File: src/sdw_pkg.sv
// Purpose: shared constants and carrier types for the serial dac write port
// Assumes: 10 MHz core clock samples the serial link pins
// Notes: command word is 16 bits, most significant bit first
package sdw_pkg;
  localparam int CLK_HZ = 10000000;
  localparam int CMD_BITS = 16;
  localparam int CODE_BITS = 8;
  localparam int CNT_W = 5;
  localparam logic [4:0] CMD_LAST = 5'h10;
  // field positions inside the command word
  localparam int POS_GAIN = 13;
  localparam int POS_ACTIVE = 12;
  localparam int POS_CODE_HI = 11;
  localparam int POS_CODE_LO = 4;
  // reset values
  localparam logic [7:0] CODE_RST = 8'h00;
  localparam logic GAIN_RST = 1'h1;
  localparam logic SHDN_RST = 1'h1;

  typedef struct packed {
    logic [7:0] code;
    logic unity_gain;
    logic shutdown;
  } sdw_setting_type;

  typedef struct packed {
    logic [15:0] shift;
    logic [4:0] count;
    sdw_setting_type input_reg;
    sdw_setting_type output_reg;
  } sdw_state_type;
endpackage

File: src/sdw_serial_dac_write_port.sv
// Purpose: receive-only serial command port of an 8-bit dac with double buffering
// Assumes: link pins are asynchronous and are sampled by clk; sclk well below clk/2
// Notes: analog side is represented by the output register fields
`timescale 1ns/1ps
// How it works
// three-wire link: select, clock, data in
// slave only, never drives the link
// any serial rate up to limit accepted
// input register separate from output register
// strobe low copies input to output
// strobe held low: update at select rise
// shutdown bit powers down, output high-resistance
// gain bit one unity, zero double
// code is straight binary eight bits
// reset gives known register state
// host sends 16 bits msb first
module sdw_serial_dac_write_port
  import sdw_pkg::*;
(
  input wire logic clk,
  input wire logic rstn,
  input wire logic cs_n,
  input wire logic sclk,
  input wire logic sdi,
  input wire logic output_latch_strobe_n,
  output logic [7:0] analog_code,
  output logic analog_unity_gain,
  output logic analog_shutdown
);
  // reset release copy; kept outside the state struct, as are the pin sync chains
  logic [1:0] rst_sync_q;
  sdw_state_type s_q;
  sdw_state_type s_d;
  logic rst_n_int;
  // synchronised pin stages, oldest stage highest
  logic [2:0] cs_n_s;
  logic [2:0] sclk_s;
  logic [1:0] sdi_s;
  logic [1:0] latch_n_s;
  // decoded link events
  logic cs_active;
  logic cs_rise;
  logic sclk_rise;
  logic sdi_bit;
  logic latch_low;
  // frame bookkeeping
  logic frame_full;
  logic take_bit;
  logic word_ok;
  // decoded command fields
  logic [7:0] cmd_code;
  logic cmd_unity;
  logic cmd_active;
  sdw_setting_type cmd_setting;

  assign rst_n_int = rst_sync_q[1];

  // reset asserts at once and is released after two edges
  always_ff @(posedge clk or negedge rstn)
  begin
    if (!rstn)
    begin
      rst_sync_q <= 2'h0;
    end
    else
    begin
      rst_sync_q <= {rst_sync_q[0], 1'h1};
    end
  end

  // select pin: two flip-flops, a third for the edge; nothing drives the link
  sdw_pin_sync
  #(
    .STAGES(3),
    .IDLE(1'h1)
  )
  u_cs_sync
  (
    .clk(clk),
    .rst_n(rst_n_int),
    .pin(cs_n),
    .stages(cs_n_s)
  );

  // serial clock pin, sampled by clk at any rate well below clk/2
  sdw_pin_sync
  #(
    .STAGES(3),
    .IDLE(1'h0)
  )
  u_sclk_sync
  (
    .clk(clk),
    .rst_n(rst_n_int),
    .pin(sclk),
    .stages(sclk_s)
  );

  // data pin, aligned with the second serial clock stage
  sdw_pin_sync
  #(
    .STAGES(2),
    .IDLE(1'h0)
  )
  u_sdi_sync
  (
    .clk(clk),
    .rst_n(rst_n_int),
    .pin(sdi),
    .stages(sdi_s)
  );

  // output latch strobe pin
  sdw_pin_sync
  #(
    .STAGES(2),
    .IDLE(1'h1)
  )
  u_latch_sync
  (
    .clk(clk),
    .rst_n(rst_n_int),
    .pin(output_latch_strobe_n),
    .stages(latch_n_s)
  );

  always_comb
  begin
    s_d = s_q;
    cs_active = 1'h0;
    cs_rise = 1'h0;
    sclk_rise = 1'h0;
    sdi_bit = 1'h0;
    latch_low = 1'h0;
    frame_full = 1'h0;
    take_bit = 1'h0;
    word_ok = 1'h0;
    cmd_code = 8'h00;
    cmd_unity = 1'h0;
    cmd_active = 1'h0;
    cmd_setting = s_q.input_reg;

    // events, read from the settled stages only
    cs_active = ~cs_n_s[1];
    cs_rise = cs_n_s[1] & ~cs_n_s[2];
    sclk_rise = sclk_s[1] & ~sclk_s[2];
    sdi_bit = sdi_s[1];
    latch_low = ~latch_n_s[1];

    // the counter stops at a full word, later bits are ignored
    frame_full = (s_q.count == CMD_LAST);
    take_bit = cs_active & sclk_rise & ~frame_full;

    // shift in msb first on rising serial clock edges
    if (!cs_active)
    begin
      s_d.count = 5'h00;
      s_d.shift = s_q.shift;
    end
    else if (take_bit)
    begin
      s_d.count = s_q.count + 5'h01;
      s_d.shift = {s_q.shift[14:0], sdi_bit};
    end
    else
    begin
      s_d.count = s_q.count;
      s_d.shift = s_q.shift;
    end

    // select rise takes the word only if at least sixteen bits came; bits after the sixteenth are dropped
    if (cs_rise)
    begin
      if (frame_full)
      begin
        word_ok = 1'h1;
      end
      else
      begin
        word_ok = 1'h0;
      end
    end
    else
    begin
      word_ok = 1'h0;
    end

    // command fields
    cmd_code = s_q.shift[POS_CODE_HI:POS_CODE_LO];
    cmd_unity = s_q.shift[POS_GAIN];
    cmd_active = s_q.shift[POS_ACTIVE];

    // settings as they would land in the input register
    cmd_setting.code = cmd_code;
    if (cmd_unity)
    begin
      cmd_setting.unity_gain = 1'h1;
    end
    else
    begin
      cmd_setting.unity_gain = 1'h0;
    end
    if (cmd_active)
    begin
      cmd_setting.shutdown = 1'h0;
    end
    else
    begin
      cmd_setting.shutdown = 1'h1;
    end

    // a taken word changes the input register; the output follows it only while the strobe is low
    if (word_ok)
    begin
      s_d.input_reg.code = cmd_setting.code;
      s_d.input_reg.unity_gain = cmd_setting.unity_gain;
      s_d.input_reg.shutdown = cmd_setting.shutdown;
    end
    else
    begin
      s_d.input_reg.code = s_q.input_reg.code;
      s_d.input_reg.unity_gain = s_q.input_reg.unity_gain;
      s_d.input_reg.shutdown = s_q.input_reg.shutdown;
    end

    // strobe low copies the input register; held low it follows select rise
    if (latch_low)
    begin
      s_d.output_reg.code = s_d.input_reg.code;
      s_d.output_reg.unity_gain = s_d.input_reg.unity_gain;
      s_d.output_reg.shutdown = s_d.input_reg.shutdown;
    end
    else
    begin
      s_d.output_reg.code = s_q.output_reg.code;
      s_d.output_reg.unity_gain = s_q.output_reg.unity_gain;
      s_d.output_reg.shutdown = s_q.output_reg.shutdown;
    end
  end

  // every state bit is loaded with its reset value by the released reset copy
  always_ff @(posedge clk or negedge rst_n_int)
  begin
    if (!rst_n_int)
    begin
      s_q.shift <= 16'h0000;
      s_q.count <= 5'h00;
      s_q.input_reg.code <= CODE_RST;
      s_q.input_reg.unity_gain <= GAIN_RST;
      s_q.input_reg.shutdown <= SHDN_RST;
      s_q.output_reg.code <= CODE_RST;
      s_q.output_reg.unity_gain <= GAIN_RST;
      s_q.output_reg.shutdown <= SHDN_RST;
    end
    else
    begin
      s_q.shift <= s_d.shift;
      s_q.count <= s_d.count;
      s_q.input_reg.code <= s_d.input_reg.code;
      s_q.input_reg.unity_gain <= s_d.input_reg.unity_gain;
      s_q.input_reg.shutdown <= s_d.input_reg.shutdown;
      s_q.output_reg.code <= s_d.output_reg.code;
      s_q.output_reg.unity_gain <= s_d.output_reg.unity_gain;
      s_q.output_reg.shutdown <= s_d.output_reg.shutdown;
    end
  end

  assign analog_code = s_q.output_reg.code;
  assign analog_unity_gain = s_q.output_reg.unity_gain;
  assign analog_shutdown = s_q.output_reg.shutdown;
endmodule

// chain of flip-flops on a pin from outside the clock domain
module sdw_pin_sync
  import sdw_pkg::*;
#(
  parameter int STAGES = 2,
  parameter logic IDLE = 1'h0
)
(
  input wire logic clk,
  input wire logic rst_n,
  input wire logic pin,
  output logic [STAGES-1:0] stages
);
  logic [STAGES-1:0] sync_q;
  logic [STAGES-1:0] sync_d;

  always_comb
  begin
    sync_d = {sync_q[STAGES-2:0], pin};
  end

  // reset to the idle level of the pin so no false edge follows reset
  always_ff @(posedge clk or negedge rst_n)
  begin
    if (!rst_n)
    begin
      sync_q <= {STAGES{IDLE}};
    end
    else
    begin
      sync_q <= sync_d;
    end
  end

  assign stages = sync_q;
endmodule

File: config.mk
export PLATFORM = sky130hd
export DESIGN_NAME = sdw_serial_dac_write_port
export DESIGN_NICKNAME = d
export VERILOG_FILES = /design/src/sdw_pkg.sv /design/src/sdw_serial_dac_write_port.sv
export SDC_FILE = /design/constraint.sdc
export NUM_CORES = 1
export LEC_CHECK = 0
export BUFFER_PORTS_ARGS = -buffer_cell sky130_fd_sc_hd__buf_2
export CORE_ASPECT_RATIO = 2
export CORE_UTILIZATION = 30
export CTS_CLUSTER_DIAMETER = 200
export DETAILED_ROUTE_END_ITERATION = 7
export PLACE_DENSITY = 0.51
export SYNTH_ARGS = -nofsm -noshare
export SYNTH_HDL_FRONTEND = slang
export SYNTH_HIERARCHICAL = 1
export SYNTH_SLANG_ARGS = --single-unit
File: constraint.sdc
create_clock -name clk -period 1.95 [get_ports clk]
set_input_delay 0.2925 -clock clk [delete_from_list [all_inputs] [get_ports clk]]
set_output_delay 0.2925 -clock clk [all_outputs]
set_load 0.05 [all_outputs]
==> out/results.ini <==
[run_status]
status=complete, no violations

[power]
p_leak_uw=0.00111
power_uw=2200
seqPwrFrac=0.563
swShare=0.215
switchingPower_uw=473
p_int_uw=1720
p_per_area_mw_per_mm2=914
p_clk_frac=0.373
irDropWorstVdd_mv=0.393
power.share.combinational=0.064

[sta]
fin_crit_sh=0.881
drv_slew=0
postLayoutSetupSlackWorst_ns=0.232
tightestPinTransition_ns=0.502
period_minus_slack_ns=1.72
fin_tns_setup_ns=0
skew_ns=0.00400
fmax_mhz=582
hold_viol_final=0
relSlewSlack=0.665
rsz0062_at_grt=false
finalSetupViolCount=0

[yosys]
synth_top_family_by_area=multiplexers
synthDistinctLibCells=30
async_reset_ff_frac=1.00
yosysSeqAreaShare=0.601
synth_xor_area_frac=0.00409
synth_edf_count=0
synth.avg_cell_area_um2=14.4
yosysWarningCount=6
synth_commonest_cells=dfrtp_1 (42), mux2_2 (15), a221o_1 (10), nor2b_1 (10)
synth_mux_area_frac=0.147
synthAdderAreaFrac=0.0117
synth_flop_cell=dfrtp_1
yosys.area.top_type=dfrtp_1
synth_most_common_cell=dfrtp_1
synth.top_cell.area_share=0.491
synth.cell_area_mm2=0.00214
synth_compound_area_frac=0.0672
yosys.area_share.simple=0.111
synth-seq-cells=51
synth_area_leaders=dfrtp_1 (49%), dfstp_2 (11%), mux2_2 (7.9%), mux2_4 (6.3%), a221o_1 (4.7%)
synth_cells=149
syn_nets=157

[critical_path]
cp-start-kind=flip-flop
critical_path.top_delay_family=simple AND/OR/NAND/NOR gates
critPathSlowestCell=or2_4
cp.required_ns=2.11
worstPathMaxFanout=20
critPathArrivalTime_ns=1.88
cpPeakStageDelay_ns=0.42
path_cells=inv_1 -> ha_1 -> nand4bb_1 -> or2_4 -> a221o_1
reg2reg_from=s_q[20]$_DFFE_PN0P_
critPathLaunch=s_q[20]$_DFFE_PN0P_
critical_path_class=reg2reg
crit_path_end_kind=flip-flop
cp_num_buf_inv=1

[floorplan]
fp.dieH_um=121
dieArea_mm2=0.00750
dieWidth_um=61.7
start_util=0.308
num_rows=43
floorplan.core_area_mm2=0.00694
ioPinCount=16

[drt]
drt_iter0_drc=50
drc=0
routed.top_layer=met4
drt_wl_total_um=3270
firstDrtPassIters=4
wire_per_inst_um=13.1
vias=1135
ant_nets=0
vias_per_cell=4.56
m1WireLength_um=1360
met2_length_um=1790
dr_wl_met3_um=71

[min_path]
worstHoldPathType=in2reg
worstHoldStart=cs_n

[clock_tree]
clockBufferDepth=2
cts_buffers=5
cts_setup_buffers=0
clock_sinks=51
htree_levels=2
clk_latency_ns=0.28
path_clk_slew_ns=0.06
cts_tree=done
clk_root_buffer_cell=clkbuf_16

[finish]
final-instance-count-excl-fill=249
diodes=0
area_growth_pct=12.3
stdcell_area_mm2=0.00240
layout-drive-gt1-share=0.403
nets=166

[placement]
placed_cell_area_mm2=0.00225
pre_cts_slack_ns=0.240
numPortBuffers=15
dp.cells=240
place_congestion=0.673
hpwl_um=2350

[grt]
grt-ovfl-total=0
grt_pass1_wl_um=5550
antenna_found_initial=0
grt_max_degree=38
grtUsageTotal=0.0999
grt_pass1_vias=1190

[job]
maxCapViolations=0

## layout make-up
type	instances	area [um^2]
Fill cell	665	4540
Timing Repair Buffer	19	120
Tap cell	90	113
Clock inverter	2	12.5
Multi-Input combinational cell	79	733
Inverter	2	7.51
Sequential cell	51	1290
Clock buffer	6	129
## stage by stage
stage | hold WS [ns] | util
floorplan | -0.00309 | -
global placement | 0.0779 | 0.325
detailed placement | 0.0802 | 0.325
CTS | 0.101 | 0.346
global route | 0.100 | 0.346
finish | 0.108 | 0.346
## registers in the layout (all words and copies together), names as in the netlist
name,flops
s_q,19
analog_code,8
cmd_code,8
u_cs_sync/stages,3
u_sclk_sync/stages,3
rst_sync_q,2
u_latch_sync/stages,2
u_sdi_sync/stages,2
analog_shutdown,1
analog_unity_gain,1
cmd_active,1
cmd_unity,1
## per-layer routing
| layer | up-vias | GRT usage |
|---|---|---|
| met5 | - | 0 |
| met2 | 16 | 0.167 |
| met3 | 4 | 0.0224 |
| li1 | 541 | - |
| met4 | 0 | 0.0417 |
| met1 | 574 | 0.118 |
## kinds of logic (layout without fill, tap and decap cells)
kind of cell,Yosys count,after routing
flops,51,51
simple gates,33,33
mux,25,25
buf+inv,19,29
compound gates,17,17
fa+ha+maj,2,2
other cells,1,1
xor+xnor,1,1
## worst register-to-register path: cells and delay by family (launching register included)
| kind | cells | cell delay, ns |
|---|---|---|
| fa+ha+maj | 1 | 0.15 |
| flops | 1 | 0.41 |
| simple gates | 2 | 0.61 |
| buf+inv | 1 | 0.08 |
| compound gates | 1 | 0.34 |
## layout by cell type, fill, tap and decap left out
cell	count
buf_2	15
dlygate4sd3_1	1
a221o_1	10
nor2b_1	10
nor3b_2	1
mux2i_1	1
clkinvlp_4	1
o21ai_0	3
ha_1	2
clkbuf_16	5
buf_4	2
conb_1	1
dfrtp_1	41
nand4bb_1	1
clkinv_2	1
nor4b_1	9
or3_1	1
dfstp_2	9
a21bo_2	1
xor2_1	1
buf_12	1
inv_1	2
mux2_4	9
nor2_1	1
or3b_2	1
nand3_1	4
nand2b_1	2
mux2_2	15
dfrtp_2	1
or2_4	1
nor4_1	1
a21oi_1	2
clkbuf_1	1
o2bb2ai_1	1
nand2_2	1
## power groups by stage
stage | Sequential [uW] | Combinational (uW) | Clock (uW)
floorplan | 1230 | 114 | 0
global placement | 1250 | 139 | 0
detailed placement | 1260 | 143 | 0
CTS | 1240 | 144 | 860
global route | 1250 | 159 | 904
finish | 1240 | 141 | 820
## final timing paths
path                       slack, ns                              end  cells after the start
max                             0.23       analog_code[0]$_DFFE_PN0N_                      5
min                             0.11    u_cs_sync/stages[0]$_DFF_PN1_                      1
max reg2reg                     0.23       analog_code[0]$_DFFE_PN0N_                      5
min reg2reg                     0.16  u_sclk_sync/stages[1]$_DFF_PN0_                      0
max in group asynchronous       1.25      analog_shutdown$_DFFE_PN1N_                      1
min in group asynchronous       0.16  u_sclk_sync/stages[1]$_DFF_PN0_                      0
## timing repair
item                      CTS  global route
gates resized for setup     0             0
hold buffers                1             0
hold endpoints to repair    2             0
Note: power is estimated with default switching activity, not from simulation.
